File: src/include/fp_cmp_pkg.sv
// shared constants and carrier types for the float compare-and-flags unit
// assumes one core clock at 100 MHz and an AXI4-Lite register port with 32-bit data

package fp_cmp_pkg;

	// ****************************************************************
	// operation codes and timing
	// ****************************************************************
	localparam logic [7:0] OPC_GTR_FLAGS = 8'h91;   // greater-than exception vector
	localparam logic [7:0] OPC_LEQ       = 8'h92;   // less-or-equal compare
	localparam int         OP_LATENCY    = 1;       // issue edge to result edge

	// ****************************************************************
	// exception vector layout, shared by result vector and status word
	// ****************************************************************
	localparam int FLAG_W         = 7;
	localparam int DIV_ZERO_POS   = 0;   // divide_by_zero_flag
	localparam int INEXACT_POS    = 1;   // inexact_flag
	localparam int UNDERFLOW_POS  = 2;   // underflow_flag
	localparam int OVERFLOW_POS   = 3;   // overflow_flag
	localparam int ILLEGAL_POS    = 4;   // illegal_operand_flag
	localparam int IN_FLUSH_POS   = 5;   // input_flushed_zero_flag
	localparam int OUT_FLUSH_POS  = 6;   // output_flushed_zero_flag
	localparam logic [FLAG_W-1:0] PSW_RST = 7'h00;

	// ****************************************************************
	// single-precision field layout
	// ****************************************************************
	localparam int         EXP_LSB  = 23;
	localparam int         EXP_MSB  = 30;
	localparam int         SIGN_POS = 31;
	localparam logic [7:0] EXP_ZERO = 8'h00;
	localparam logic [7:0] EXP_MAX  = 8'hff;

	// ****************************************************************
	// register map, byte addresses
	// ****************************************************************
	localparam int          ADDR_W     = 12;
	localparam logic [11:0] CTRL_OFS   = 12'h000;  // bit 0 unit enable
	localparam logic [11:0] PSW_OFS    = 12'h004;  // status word flags, read only
	localparam logic [11:0] IRQ_ST_OFS = 12'h008;  // sticky events, write one to clear
	localparam logic [11:0] IRQ_MK_OFS = 12'h00c;  // event mask
	localparam logic [11:0] COUNT_OFS  = 12'h010;  // executed operation count
	localparam logic        ENABLE_RST = 1'h1;
	localparam int          IRQ_W      = 3;
	localparam int          EV_ILLEGAL = 0;  // invalid operand seen
	localparam int          EV_FLUSH   = 1;  // denormal input flushed
	localparam int          EV_DONE    = 2;  // guarded operation executed
	localparam logic [IRQ_W-1:0] IRQ_RST = 3'h0;
	localparam logic [1:0]  RESP_OKAY   = 2'h0;
	localparam logic [1:0]  RESP_SLVERR = 2'h2;

	// ****************************************************************
	// carrier types
	// ****************************************************************
	typedef enum logic [1:0] {OP_IDLE, OP_GT_FLAGS, OP_LE_CMP} op_kind_t;

	typedef struct packed {
		logic        valid;
		logic [7:0]  opcode;
		logic [31:0] guard;
		logic [31:0] source_one;
		logic [31:0] source_two;
		logic [6:0]  dest;
	} issue_t;

	typedef struct packed {
		logic        wr_en;
		logic [6:0]  dest;
		logic [31:0] data;
	} result_t;

endpackage : fp_cmp_pkg

File: src/design/fp_compare_flags_unit.sv
// float compare unit: greater-than exception vector and less-or-equal compare
// assumes the issue stage presents one operation per cycle, synchronous to aclk,
// and an AXI4-Lite master that keeps one read and one write in flight at most
//
// Our own choices: the address map and the AXI4-Lite interface to the registers.

`timescale 1ns/1ps

// Functional notes
// - Opcode 145 returns, one cycle later, the exceptions of source_one > source_two.
// - The vector holds divide-by-zero at bit 0 up to output flush at bit 6, rest zero.
// - The vector operation never changes the status word flags.
// - For the vector operation a denormal input is compared as zero and flagged.
// - The vector result is written only when guard bit 0 is one.
// - Operands are single-precision floats; the vector result is an integer.
// - Opcode 146 returns 1 when source_one is less than or equal to source_two, else 0 (also 0 for a nan).
// - Less-or-equal equals greater-or-equal with the two operands swapped.
// - For less-or-equal a denormal input is compared as zero and flags the status word.
// - Exceptions of less-or-equal set the matching status word flags.
// - Status word flags are sticky and only the status write clears them.
// - Status word flags update on the same edge as the compare result.
// - Each status flag is the OR of its old value (or the status write data when written) and all simultaneous updates.
// - With guard bit 0 clear, less-or-equal changes neither result nor status word.
module fp_compare_flags_unit (
	// clock and reset
	input  wire logic                           aclk,
	input  wire logic                           aresetn,
	// issue side
	input  wire fp_cmp_pkg::issue_t             issue_req,
	// status word traffic from other float units and the explicit status write
	input  wire logic [fp_cmp_pkg::FLAG_W-1:0]  other_flags,
	input  wire logic                           psw_write_en,
	input  wire logic [fp_cmp_pkg::FLAG_W-1:0]  psw_write_data,
	// result side
	output fp_cmp_pkg::result_t                 result_ff,
	output logic [fp_cmp_pkg::FLAG_W-1:0]       psw_flags_ff,
	output logic                                irq_ff,
	// axi4-lite write
	input  wire logic [fp_cmp_pkg::ADDR_W-1:0]  s_axi_awaddr,
	input  wire logic                           s_axi_awvalid,
	output logic                                s_axi_awready,
	input  wire logic [31:0]                    s_axi_wdata,
	input  wire logic [3:0]                     s_axi_wstrb,
	input  wire logic                           s_axi_wvalid,
	output logic                                s_axi_wready,
	output logic [1:0]                          s_axi_bresp,
	output logic                                s_axi_bvalid,
	input  wire logic                           s_axi_bready,
	// axi4-lite read
	input  wire logic [fp_cmp_pkg::ADDR_W-1:0]  s_axi_araddr,
	input  wire logic                           s_axi_arvalid,
	output logic                                s_axi_arready,
	output logic [31:0]                         s_axi_rdata,
	output logic [1:0]                          s_axi_rresp,
	output logic                                s_axi_rvalid,
	input  wire logic                           s_axi_rready
);

	// ****************************************************************
	// declarations
	// ****************************************************************
	fp_cmp_pkg::op_kind_t                 kind;
	fp_cmp_pkg::op_kind_t                 last_kind_ff;
	fp_cmp_pkg::result_t                  nxt_result;
	logic                                 enable_ff;
	logic                                 guard_ok;
	logic                                 fire;
	logic [31:0]                          cmp_x;
	logic [31:0]                          cmp_y;
	logic                                 core_gt;
	logic                                 core_eq;
	logic [fp_cmp_pkg::FLAG_W-1:0]        core_flags;
	logic [fp_cmp_pkg::FLAG_W-1:0]        le_contrib;
	logic [fp_cmp_pkg::FLAG_W-1:0]        nxt_psw;
	logic [fp_cmp_pkg::IRQ_W-1:0]         irq_status_ff;
	logic [fp_cmp_pkg::IRQ_W-1:0]         irq_mask_ff;
	logic [fp_cmp_pkg::IRQ_W-1:0]         events;
	logic [fp_cmp_pkg::IRQ_W-1:0]         irq_clear;
	logic [31:0]                          op_count_ff;
	logic                                 aw_held_ff;
	logic                                 w_held_ff;
	logic [fp_cmp_pkg::ADDR_W-1:0]        awaddr_ff;
	logic [31:0]                          wdata_ff;
	logic [3:0]                           wstrb_ff;
	logic                                 aw_take;
	logic                                 w_take;
	logic                                 b_done;
	logic                                 wr_go;
	logic                                 wr_mapped;
	logic                                 ar_take;
	logic                                 r_done;
	logic [31:0]                          rd_word;
	logic                                 rd_mapped;

	// ****************************************************************
	// decode and operand steering
	// ****************************************************************
	// unknown opcodes belong to other units and are simply not ours
	always_comb begin
		kind = fp_cmp_pkg::OP_IDLE;
		if (issue_req.valid && enable_ff) begin
			unique case (issue_req.opcode)
				fp_cmp_pkg::OPC_GTR_FLAGS: kind = fp_cmp_pkg::OP_GT_FLAGS;
				fp_cmp_pkg::OPC_LEQ:       kind = fp_cmp_pkg::OP_LE_CMP;
				default:                   kind = fp_cmp_pkg::OP_IDLE;
			endcase
		end
	end

	assign guard_ok = issue_req.guard[0];
	assign fire     = (kind != fp_cmp_pkg::OP_IDLE) && guard_ok;

	assign cmp_x = (kind == fp_cmp_pkg::OP_LE_CMP) ? issue_req.source_two : issue_req.source_one;
	assign cmp_y = (kind == fp_cmp_pkg::OP_LE_CMP) ? issue_req.source_one : issue_req.source_two;

	fp_cmp_core u_core (
		.x      (cmp_x),
		.y      (cmp_y),
		.x_gt_y (core_gt),
		.x_eq_y (core_eq),
		.flags  (core_flags)
	);

	// ****************************************************************
	// result register
	// ****************************************************************
	always_comb begin
		nxt_result       = result_ff;
		nxt_result.wr_en = fire;
		if (fire) begin
			nxt_result.dest = issue_req.dest;
			if (kind == fp_cmp_pkg::OP_GT_FLAGS) begin
				nxt_result.data = {25'h000_0000, core_flags};
			end else begin
				nxt_result.data = {31'h0000_0000, core_gt | core_eq};
			end
		end
	end

	// one cycle from issue to result
	always_ff @(posedge aclk) begin
		if (!aresetn) begin
			result_ff    <= '0;
			last_kind_ff <= fp_cmp_pkg::OP_IDLE;
		end else begin
			result_ff    <= nxt_result;
			last_kind_ff <= fire ? kind : fp_cmp_pkg::OP_IDLE;
		end
	end

	// ****************************************************************
	// status word flags
	// ****************************************************************
	// only the compare contributes, never the vector operation
	assign le_contrib = ((kind == fp_cmp_pkg::OP_LE_CMP) && guard_ok) ? core_flags : '0;

	// or-merge with other units; sets win over a simultaneous status write
	// only the explicit write may drop a flag
	assign nxt_psw = (psw_write_en ? psw_write_data : psw_flags_ff) | le_contrib | other_flags;

	// same edge as the result register
	always_ff @(posedge aclk) begin
		if (!aresetn) begin
			psw_flags_ff <= fp_cmp_pkg::PSW_RST;
		end else begin
			psw_flags_ff <= nxt_psw;
		end
	end

	// ****************************************************************
	// events, interrupt and counter
	// ****************************************************************
	assign events[fp_cmp_pkg::EV_ILLEGAL] = fire & core_flags[fp_cmp_pkg::ILLEGAL_POS];
	assign events[fp_cmp_pkg::EV_FLUSH]   = fire & core_flags[fp_cmp_pkg::IN_FLUSH_POS];
	assign events[fp_cmp_pkg::EV_DONE]    = fire;
	assign irq_clear = (wr_go && awaddr_ff == fp_cmp_pkg::IRQ_ST_OFS && wstrb_ff[0]) ?
		wdata_ff[fp_cmp_pkg::IRQ_W-1:0] : '0;

	// a new event beats a clear in the same cycle; irq lags the status by one edge
	always_ff @(posedge aclk) begin
		if (!aresetn) begin
			irq_status_ff <= fp_cmp_pkg::IRQ_RST;
			irq_ff        <= 1'b0;
			op_count_ff   <= 32'h0000_0000;
		end else begin
			irq_status_ff <= (irq_status_ff & ~irq_clear) | events;
			irq_ff        <= |(irq_status_ff & irq_mask_ff);
			op_count_ff   <= op_count_ff + {31'h0000_0000, fire};
		end
	end

	// ****************************************************************
	// axi4-lite write path
	// ****************************************************************
	assign aw_take = s_axi_awvalid & s_axi_awready;
	assign w_take  = s_axi_wvalid & s_axi_wready;
	assign b_done  = s_axi_bvalid & s_axi_bready;
	assign wr_go   = aw_held_ff & w_held_ff & ~s_axi_bvalid;
	assign wr_mapped = (awaddr_ff == fp_cmp_pkg::CTRL_OFS) || (awaddr_ff == fp_cmp_pkg::PSW_OFS)
		|| (awaddr_ff == fp_cmp_pkg::IRQ_ST_OFS) || (awaddr_ff == fp_cmp_pkg::IRQ_MK_OFS)
		|| (awaddr_ff == fp_cmp_pkg::COUNT_OFS);

	// address and data are caught independently and held until the response is taken
	always_ff @(posedge aclk) begin
		if (!aresetn) begin
			aw_held_ff    <= 1'b0;
			w_held_ff     <= 1'b0;
			s_axi_awready <= 1'b0;
			s_axi_wready  <= 1'b0;
			awaddr_ff     <= '0;
			wdata_ff      <= 32'h0000_0000;
			wstrb_ff      <= 4'h0;
		end else begin
			if (aw_take) begin
				aw_held_ff    <= 1'b1;
				s_axi_awready <= 1'b0;
				awaddr_ff     <= s_axi_awaddr;
			end else if (b_done) begin
				aw_held_ff    <= 1'b0;
				s_axi_awready <= 1'b1;
			end else if (!aw_held_ff) begin
				s_axi_awready <= 1'b1;
			end
			if (w_take) begin
				w_held_ff    <= 1'b1;
				s_axi_wready <= 1'b0;
				wdata_ff     <= s_axi_wdata;
				wstrb_ff     <= s_axi_wstrb;
			end else if (b_done) begin
				w_held_ff    <= 1'b0;
				s_axi_wready <= 1'b1;
			end else if (!w_held_ff) begin
				s_axi_wready <= 1'b1;
			end
		end
	end

	// writable fields; read-only registers ignore writes with an okay answer
	always_ff @(posedge aclk) begin
		if (!aresetn) begin
			enable_ff    <= fp_cmp_pkg::ENABLE_RST;
			irq_mask_ff  <= fp_cmp_pkg::IRQ_RST;
			s_axi_bvalid <= 1'b0;
			s_axi_bresp  <= fp_cmp_pkg::RESP_OKAY;
		end else begin
			if (wr_go) begin
				s_axi_bvalid <= 1'b1;
				s_axi_bresp  <= wr_mapped ? fp_cmp_pkg::RESP_OKAY : fp_cmp_pkg::RESP_SLVERR;
				if (awaddr_ff == fp_cmp_pkg::CTRL_OFS && wstrb_ff[0]) begin
					enable_ff <= wdata_ff[0];
				end
				if (awaddr_ff == fp_cmp_pkg::IRQ_MK_OFS && wstrb_ff[0]) begin
					irq_mask_ff <= wdata_ff[fp_cmp_pkg::IRQ_W-1:0];
				end
			end else if (b_done) begin
				s_axi_bvalid <= 1'b0;
			end
		end
	end

	// ****************************************************************
	// axi4-lite read path
	// ****************************************************************
	assign ar_take = s_axi_arvalid & s_axi_arready;
	assign r_done  = s_axi_rvalid & s_axi_rready;

	always_comb begin
		rd_word   = 32'h0000_0000;
		rd_mapped = 1'b1;
		case (s_axi_araddr)
			fp_cmp_pkg::CTRL_OFS:   rd_word = {31'h0000_0000, enable_ff};
			fp_cmp_pkg::PSW_OFS:    rd_word = {25'h000_0000, psw_flags_ff};
			fp_cmp_pkg::IRQ_ST_OFS: rd_word = {29'h0000_0000, irq_status_ff};
			fp_cmp_pkg::IRQ_MK_OFS: rd_word = {29'h0000_0000, irq_mask_ff};
			fp_cmp_pkg::COUNT_OFS:  rd_word = op_count_ff;
			default:                rd_mapped = 1'b0;
		endcase
	end

	// data is captured on the address edge and held until rready
	always_ff @(posedge aclk) begin
		if (!aresetn) begin
			s_axi_arready <= 1'b0;
			s_axi_rvalid  <= 1'b0;
			s_axi_rdata   <= 32'h0000_0000;
			s_axi_rresp   <= fp_cmp_pkg::RESP_OKAY;
		end else begin
			if (ar_take) begin
				s_axi_arready <= 1'b0;
				s_axi_rvalid  <= 1'b1;
				s_axi_rdata   <= rd_word;
				s_axi_rresp   <= rd_mapped ? fp_cmp_pkg::RESP_OKAY : fp_cmp_pkg::RESP_SLVERR;
			end else if (r_done) begin
				s_axi_rvalid  <= 1'b0;
				s_axi_arready <= 1'b1;
			end else if (!s_axi_rvalid) begin
				s_axi_arready <= 1'b1;
			end
		end
	end
endmodule : fp_compare_flags_unit

File: src/design/fp_cmp_core.sv
// combinational single-precision compare with denormal flushing
// assumes operands already ordered by the caller (x is the left side)

`timescale 1ns/1ps

module fp_cmp_core (
	// operands
	input  wire logic [31:0]                     x,
	input  wire logic [31:0]                     y,
	// answers
	output logic                                 x_gt_y,
	output logic                                 x_eq_y,
	output logic [fp_cmp_pkg::FLAG_W-1:0]        flags
);

	logic [31:0] opnd [2];
	logic [30:0] mag [2];
	logic [1:0]  is_den;
	logic [1:0]  is_nan;
	logic [1:0]  is_zero;

	assign opnd[0] = x;
	assign opnd[1] = y;

	// ****************************************************************
	// per-operand classification
	// ****************************************************************
	// single precision fields
	for (genvar i = 0; i < 2; i++) begin : g_opnd
		logic [7:0] expo;
		assign expo = opnd[i][fp_cmp_pkg::EXP_MSB:fp_cmp_pkg::EXP_LSB];
		assign is_den[i] = (expo == fp_cmp_pkg::EXP_ZERO) && (opnd[i][22:0] != 23'h00_0000);
		assign is_nan[i] = (expo == fp_cmp_pkg::EXP_MAX) && (opnd[i][22:0] != 23'h00_0000);
		assign mag[i] = is_den[i] ? 31'h0000_0000 : opnd[i][30:0];
		assign is_zero[i] = (mag[i] == 31'h0000_0000);
	end

	// ordered magnitude compare; +0 and -0 are equal
	always_comb begin
		x_gt_y = 1'b0;
		x_eq_y = 1'b0;
		if (is_nan == 2'b00) begin
			if (is_zero == 2'b11) begin
				x_eq_y = 1'b1;
			end else if (x[fp_cmp_pkg::SIGN_POS] != y[fp_cmp_pkg::SIGN_POS]) begin
				x_gt_y = ~x[fp_cmp_pkg::SIGN_POS];
			end else if (mag[0] == mag[1]) begin
				x_eq_y = 1'b1;
			end else begin
				x_gt_y = x[fp_cmp_pkg::SIGN_POS] ? (mag[0] < mag[1]) : (mag[0] > mag[1]);
			end
		end
	end

	// a compare can only raise invalid and input flush; the rest stay clear
	always_comb begin
		flags = '0;
		flags[fp_cmp_pkg::ILLEGAL_POS]  = |is_nan;
		flags[fp_cmp_pkg::IN_FLUSH_POS] = |is_den;
	end

endmodule : fp_cmp_core

File: config.mk
export PLATFORM = sky130hd
export DESIGN_NAME = fp_compare_flags_unit
export DESIGN_NICKNAME = d
export VERILOG_FILES = /design/src/include/fp_cmp_pkg.sv /design/src/design/fp_compare_flags_unit.sv /design/src/design/fp_cmp_core.sv
export SDC_FILE = /design/constraint.sdc
export NUM_CORES = 1
export LEC_CHECK = 0
export ABC_AREA = 1
export BUFFER_PORTS_ARGS = -buffer_cell sky130_fd_sc_hd__buf_2
export CORE_MARGIN = 2
export CORE_UTILIZATION = 40
export DETAILED_ROUTE_END_ITERATION = 6
export GPL_ROUTABILITY_DRIVEN = 0
export HOLD_SLACK_MARGIN = 0.08
export PLACE_DENSITY = 0.73
export SETUP_SLACK_MARGIN = 0.3
export SYNTH_ARGS = -nofsm -noshare
export SYNTH_HDL_FRONTEND = slang
export SYNTH_HIERARCHICAL = 1
export SYNTH_SLANG_ARGS = --single-unit
File: constraint.sdc
create_clock -name aclk -period 4.5 [get_ports aclk]
set_input_delay 0.225 -clock aclk [delete_from_list [all_inputs] [get_ports aclk]]
set_output_delay 0.225 -clock aclk [all_outputs]
set_load 0.02 [all_outputs]
==> impl_metrics.yaml, run 1 <==
setup_path:
  slowest_stage: "dfxtp_2"
  required_ps: 4810
  path_max_fanout: 48
  critPathMaxStageDelay_ps: 380
  start_kind: "flop"
  critPathArrivalTime_ps: 4210
  path_class: "flop to flop"
  endpoint_kind: "flop"
  worst_path_most_repeated_cell: "nand2_1"
place:
  portBuffers: 192
  dp_hpwl_um: 16300
logic_synthesis:
  synthCells: 1243
  synth_seq_cells: 119
  yosys_warnings: 6
  yosys.cell_types.count: 38
  syn_area_um2: 7870
  synthArstFlopShare: 0
  avgSynthCellArea_um2: 6.33
  synth-edff-count: 0
  yosysSeqAreaShare: 0.303
  yosys_most_used_dff: "dfxtp_1"
power:
  pwr-share-seq: 0.392
  p_sw_uw: 779
  p_leak_uw: 0.00461
  swShare: 0.280
  clkPwrFrac: 0.477
  share_comb_of_total_power: 0.131
  powerDensity_nw_per_um2: 287
  peakVddDrop_uv: 233
  p_int_uw: 2000
floorplanning:
  die_area_um2: 20800
  num_io_pins: 283
  initial_utilization: 0.406
  die_h_um: 144
  num_rows: 51
  die_w_um: 144
  core_area_um2: 19400
run_status:
  status: "finished, final reports clean"
route:
  drt_pre_antenna_iters: 6
  drt_iter0_markers: 478
  drtAntennaViolNets: 0
  via_per_inst: 4.83
  routed_wl_um: 21400
  route.detailed.drc: 0
  vias: 8264
  wire_per_inst_um: 12.5
clock_tree:
  cts.reportedPaths.clkPinSlew_ps: 60
  cts_buffers: 17
  cts_tree: "yes"
  ctsRootBufferMaster: "clkbuf_16"
  cts_htree_levels: 4
  clock-sinks: 119
  insertion_delay_ps: 420
  clk_path_buf_depth: 2
timing:
  setup_viol: 0
  period_minus_slack_ps: 3900
  hold_viol: 0
  fmax_ghz: 0.256
  fin_skew_ps: 9.62
  final.setup.tns_ps: 0
  worst_slew_pin_slew_ps: 1020
  post-route-period-util: 0.867
  relSlewSlack: 0.316
  drv_slew: 0
  rsz0062_at_grt: "no"
cells_and_area:
  diodes: 0
  fin_nets: 1659
  final_common_cell: "nand2_1"
  drive_gt1_frac: 0.210
  syn2layout_area_growth_pct: 23.1
  nFillCells: 2021
  finish.utilization: 0.499
  mostFrequentLayoutCells: "nand2_1 (268), buf_2 (192), nor2_1 (177), inv_1 (158), dfxtp_1 (118)"
grt:
  grt_max_degree: 80
  grt_pass1_vias: 7358
  grt_antenna_before_repair: 0
  grt.total_usage: 0.202
  grt_pass1_wl_um: 33700
  gr-total-overflow: 0
flow_run:
  drv_cap: 0
min_path:
  hold_path.class: "primary input to flop"
[cell families (layout without fill, tap and decap cells)]
group	after synthesis	after routing	synth area share
simple gates	614	614	0.340
compound gates	219	219	0.153
fa+ha+maj	33	33	0.0524
xor+xnor	3	3	0.00334
other cells	2	32	0.000954
flops	119	119	0.303
buf+inv	253	425	0.148
[worst paths after layout]
kind | from | to | slack [ps] | cells past startpoint
min | s_axi_awaddr[11] | awaddr_ff[11]$_SDFFE_PN0P_ | 90 | 3
max reg2reg | enable_ff$_SDFFE_PN1P_ | result_ff[0]$_SDFFE_PN0N_ | 600 | 30
max | enable_ff$_SDFFE_PN1P_ | result_ff[0]$_SDFFE_PN0N_ | 600 | 30
min reg2reg | awaddr_ff[6]$_SDFFE_PN0P_ | awaddr_ff[6]$_SDFFE_PN0P_ | 450 | 2
[critical path, delay by kind of cell, from the launching register on]
family | cells | cell delay (ps)
AND/OR/NAND/NOR | 22 | 2220
buffers and inverters | 4 | 560
flip-flops | 1 | 380
AO/OA/AOI/OAI | 3 | 360
adder cells (fa/ha/maj) | 1 | 260
[power by group through the flow]
stage	Clock (µW)	Combinational (µW)	Sequential, µW
after global routing	1400	416	1090
after detailed placement	0	347	1110
after floorplan	0	241	1120
after CTS	1350	362	1090
after global placement	0	340	1110
final	1330	365	1090
[flip-flops by register name, indices dropped and copies added, names as in the netlist, 3 cells and up]
name	count
s_axi_rdata	32
psw_flags_ff	7
irq_mask_ff	3
irq_status_ff	3
awaddr_ff	12
op_count_ff	32
result_ff	15
wdata_ff	3
[area by class of cell]
| class | count | area, µm² | share of cell area |
|---|---|---|---|
| clock buffers | 18 | 439 | 0.0453 |
| repair inverters | 2 | 11.3 | 0.00116 |
| inverters | 170 | 651 | 0.0671 |
| repair buffers | 221 | 1270 | 0.131 |
| clock inverters | 14 | 140 | 0.0145 |
| multi-input cells | 901 | 4470 | 0.461 |
| flip-flops and latches | 119 | 2380 | 0.246 |
| well taps | 265 | 332 | 0.0342 |
[layer usage]
metal	track usage	vias up	routed length, µm
met2	0.345	251	9980
li1	-	4321	-
met5	0	-	0
met4	0.0634	0	420
met1	0.256	3660	9730
met3	0.0397	32	1270
[through the flow]
| step | area [µm²] | worst slack, ps | hold WS, ps | cells | power, µW |
|---|---|---|---|---|---|
| floorplan | 7990 | 978 | 360 | 1273 | 1360 |
| global placement | 8840 | 363 | 442 | 1655 | 1450 |
| detailed placement | 8840 | 303 | 447 | 1655 | 1460 |
| CTS | 9620 | 355 | 83.8 | 1707 | 2800 |
| global route | 9690 | 280 | 98.3 | 1710 | 2910 |
| finish | 9690 | 600 | 85.5 | 1710 | 2780 |
[repair_timing]
| item | 4_1_cts | 5_1_grt |
|---|---|---|
| gates resized for setup | 2 | 13 |
| buffers inserted | 0 | 1 |
| endpoints found under the hold margin | 20 | 0 |
| endpoints found under the setup margin | 1 | 1 |
| pin swaps | 0 | 2 |
| cloned | 0 | 2 |
| hold buffers | 20 | 0 |
[Yosys cell counts, drive strengths merged, types with 2 or more instances]
cell      n  area [µm²]
dfxtp   119        2380
or2       3        18.8
nand3b    2        15.0
nand4    24         150
a21oi    66         330
buf      55         403
o211ai    4        30.0
xor2      3        26.3
nor2    188         753
nand2   278        1070
nand3    93         498
nor3     24         161
ha       33         413
conb      2        7.51
clkbuf   27         111
a211oi    7        52.6
o21ai   139         771
inv     169         634
o21bai    2        15.0
Note: power is estimated with default switching activity, not from simulation.
==> run 2, diff against run 1 <==
--- a/config.mk
+++ b/config.mk
@@ -13,6 +13,7 @@
 export GPL_ROUTABILITY_DRIVEN = 0
 export HOLD_SLACK_MARGIN = 0.08
 export PLACE_DENSITY = 0.73
+export RECOVER_POWER = 50
 export SETUP_SLACK_MARGIN = 0.3
 export SYNTH_ARGS = -nofsm -noshare
 export SYNTH_HDL_FRONTEND = slang
==> impl_metrics.yaml, run 2 (synthesis results as in run 1) <==
run_status:
  status: "complete, but fails checks"
  violations: "capacitance limit, slew limit"
timing:
  setup_viol: 0
  post-route-period-util: 0.872
  fin_hold_ws_ps: 86.0
  final.setup.tns_ps: 0
  relSlewSlack: -1.09
  drv_slew: 80
  fin_ws_ps: 577
  rsz0062_at_grt: "no"
  hold_viol: 0
  fmax_ghz: 0.255
  worst_slew_pin_slew_ps: 3130
  period_minus_slack_ps: 3920
  fin_skew_ps: 9.35
floorplanning:
  die_h_um: 144
  num_io_pins: 283
  initial_utilization: 0.406
  die_w_um: 144
  num_rows: 51
  core_area_um2: 19400
  die_area_um2: 20800
route:
  drt_pre_antenna_iters: 5
  wire_per_inst_um: 12.5
  via_per_inst: 4.84
  vias: 8283
  routed_wl_um: 21400
  drt_iter0_markers: 507
  route.detailed.drc: 0
  drtAntennaViolNets: 0
min_path:
  hold_path.class: "primary input to flop"
  min_from: "s_axi_awaddr[11]"
cells_and_area:
  drive_gt1_frac: 0.166
  syn2layout_area_growth_pct: 22.0
  stdcell_area_um2: 9610
  final_common_cell: "nand2_1"
  mostFrequentLayoutCells: "nand2_1 (268), nor2_1 (177), inv_1 (158), buf_2 (129), dfxtp_1 (118)"
  fin_nets: 1659
  top_regs: "op_count_ff (32), s_axi_rdata (32), result_ff (15)"
  fin_cells: 1710
  diodes: 0
place:
  portBuffers: 192
  dp_hpwl_um: 16300
  dpl.cell_count: 1655
  place_ws_ps: 303
  dpl-instance-area_um2: 8840
clock_tree:
  cts_tree: "yes"
  cts_htree_levels: 4
  insertion_delay_ps: 420
  cts_buffers: 17
  clock-sinks: 119
  clk_path_buf_depth: 2
  cts.reportedPaths.clkPinSlew_ps: 60
  ctsRootBufferMaster: "clkbuf_16"
setup_path:
  r2r_start: "enable_ff$_SDFFE_PN1P_"
  critPathArrivalTime_ps: 4220
  slowest_stage: "dfxtp_2"
  path_class: "flop to flop"
  start_kind: "flop"
  path_max_fanout: 48
  startpoint: "enable_ff$_SDFFE_PN1P_"
  cpLargestDelayFamily: "simple AND/OR/NAND/NOR gates"
  worst_path_most_repeated_cell: "nand2_1"
  critPathMaxStageDelay_ps: 380
  required_ps: 4800
  endpoint_kind: "flop"
  worst-path-buf-inv: 4
grt:
  grt_pass1_wl_um: 33700
  grt_antenna_before_repair: 0
  grt_pass1_vias: 7358
  grt_max_degree: 80
  grtUsageMet3: 0.0397
  busiest_layer: "met2"
  gr-total-overflow: 0
  grt_use_met2: 0.345
  grtUsageMet1: 0.256
  grt.total_usage: 0.202
power:
  powerDensity_nw_per_um2: 289
  peakVddDrop_uv: 233
  p_leak_uw: 0.00434
flow_run:
  drv_cap: 1
[run 2: cell count changes in the layout (fill, tap and decap cells not counted)]
cell | previous run | this run
buf_4 | 6 | 5
buf_2 | 192 | 129
clkbuf_1 | 0 | 64
[run 2: power breakdown]
| part | switching [µW] | leakage (µW) | internal, µW | total [µW] |
|---|---|---|---|---|
| Sequential | 14.7 | 0.000965 | 1080 | 1090 |
| Clock | 537 | 0.000280 | 788 | 1330 |
| Combinational | 225 | 0.00310 | 138 | 364 |
[run 2: per-stage QoR]
| stage | total power (µW) | util |
|---|---|---|
| 4_1_cts | 2800 | 0.496 |
| 2_1_floorplan | 1360 | - |
| 3_5_place_dp | 1460 | 0.456 |
| 6_report | 2780 | 0.495 |
| 5_1_grt | 2910 | 0.495 |
| 3_3_place_gp | 1450 | 0.456 |
[run 2: final timing paths]
check / to / slack [ps] / cells past startpoint
setup reg to reg: result_ff[0]$_SDFFE_PN0N_ / 580 / 30
hold / removal: awaddr_ff[11]$_SDFFE_PN0P_ / 90 / 3
hold reg to reg: awaddr_ff[6]$_SDFFE_PN0P_ / 450 / 2
setup / recovery: result_ff[0]$_SDFFE_PN0N_ / 580 / 30
[run 2: layout make-up]
| class | count | area (µm²) |
|---|---|---|
| timing repair buffer | 221 | 1180 |
| tap | 265 | 332 |
| timing repair inverter | 2 | 11.3 |
| sequential | 119 | 2380 |
| clock buffer | 18 | 439 |
| fill | 2050 | 9790 |
| inverter | 170 | 651 |
| clock inverter | 14 | 140 |
| multi-input combinational | 901 | 4470 |
[run 2: routing by layer]
layer,up-vias,wire [µm]
li1,4314,-
met1,3682,9790
met2,257,9980
met3,30,1210
met4,0,411
met5,-,0
[run 2: repair_timing]
action	4_1_cts	5_1_grt
cloned	0	2
hold buffers	20	0
gates resized for setup	2	13
endpoints found under the hold margin	20	0
pin swaps	0	2
setup buffers	0	1
setup endpoints to repair	1	1
[run 2: worst reg2reg max path, delay by kind of cell, from the launching register on]
family	cells	cell delay [ps]
flops	1	380
compound gates	3	360
buf+inv	4	570
fa+ha+maj	1	260
simple gates	22	2250
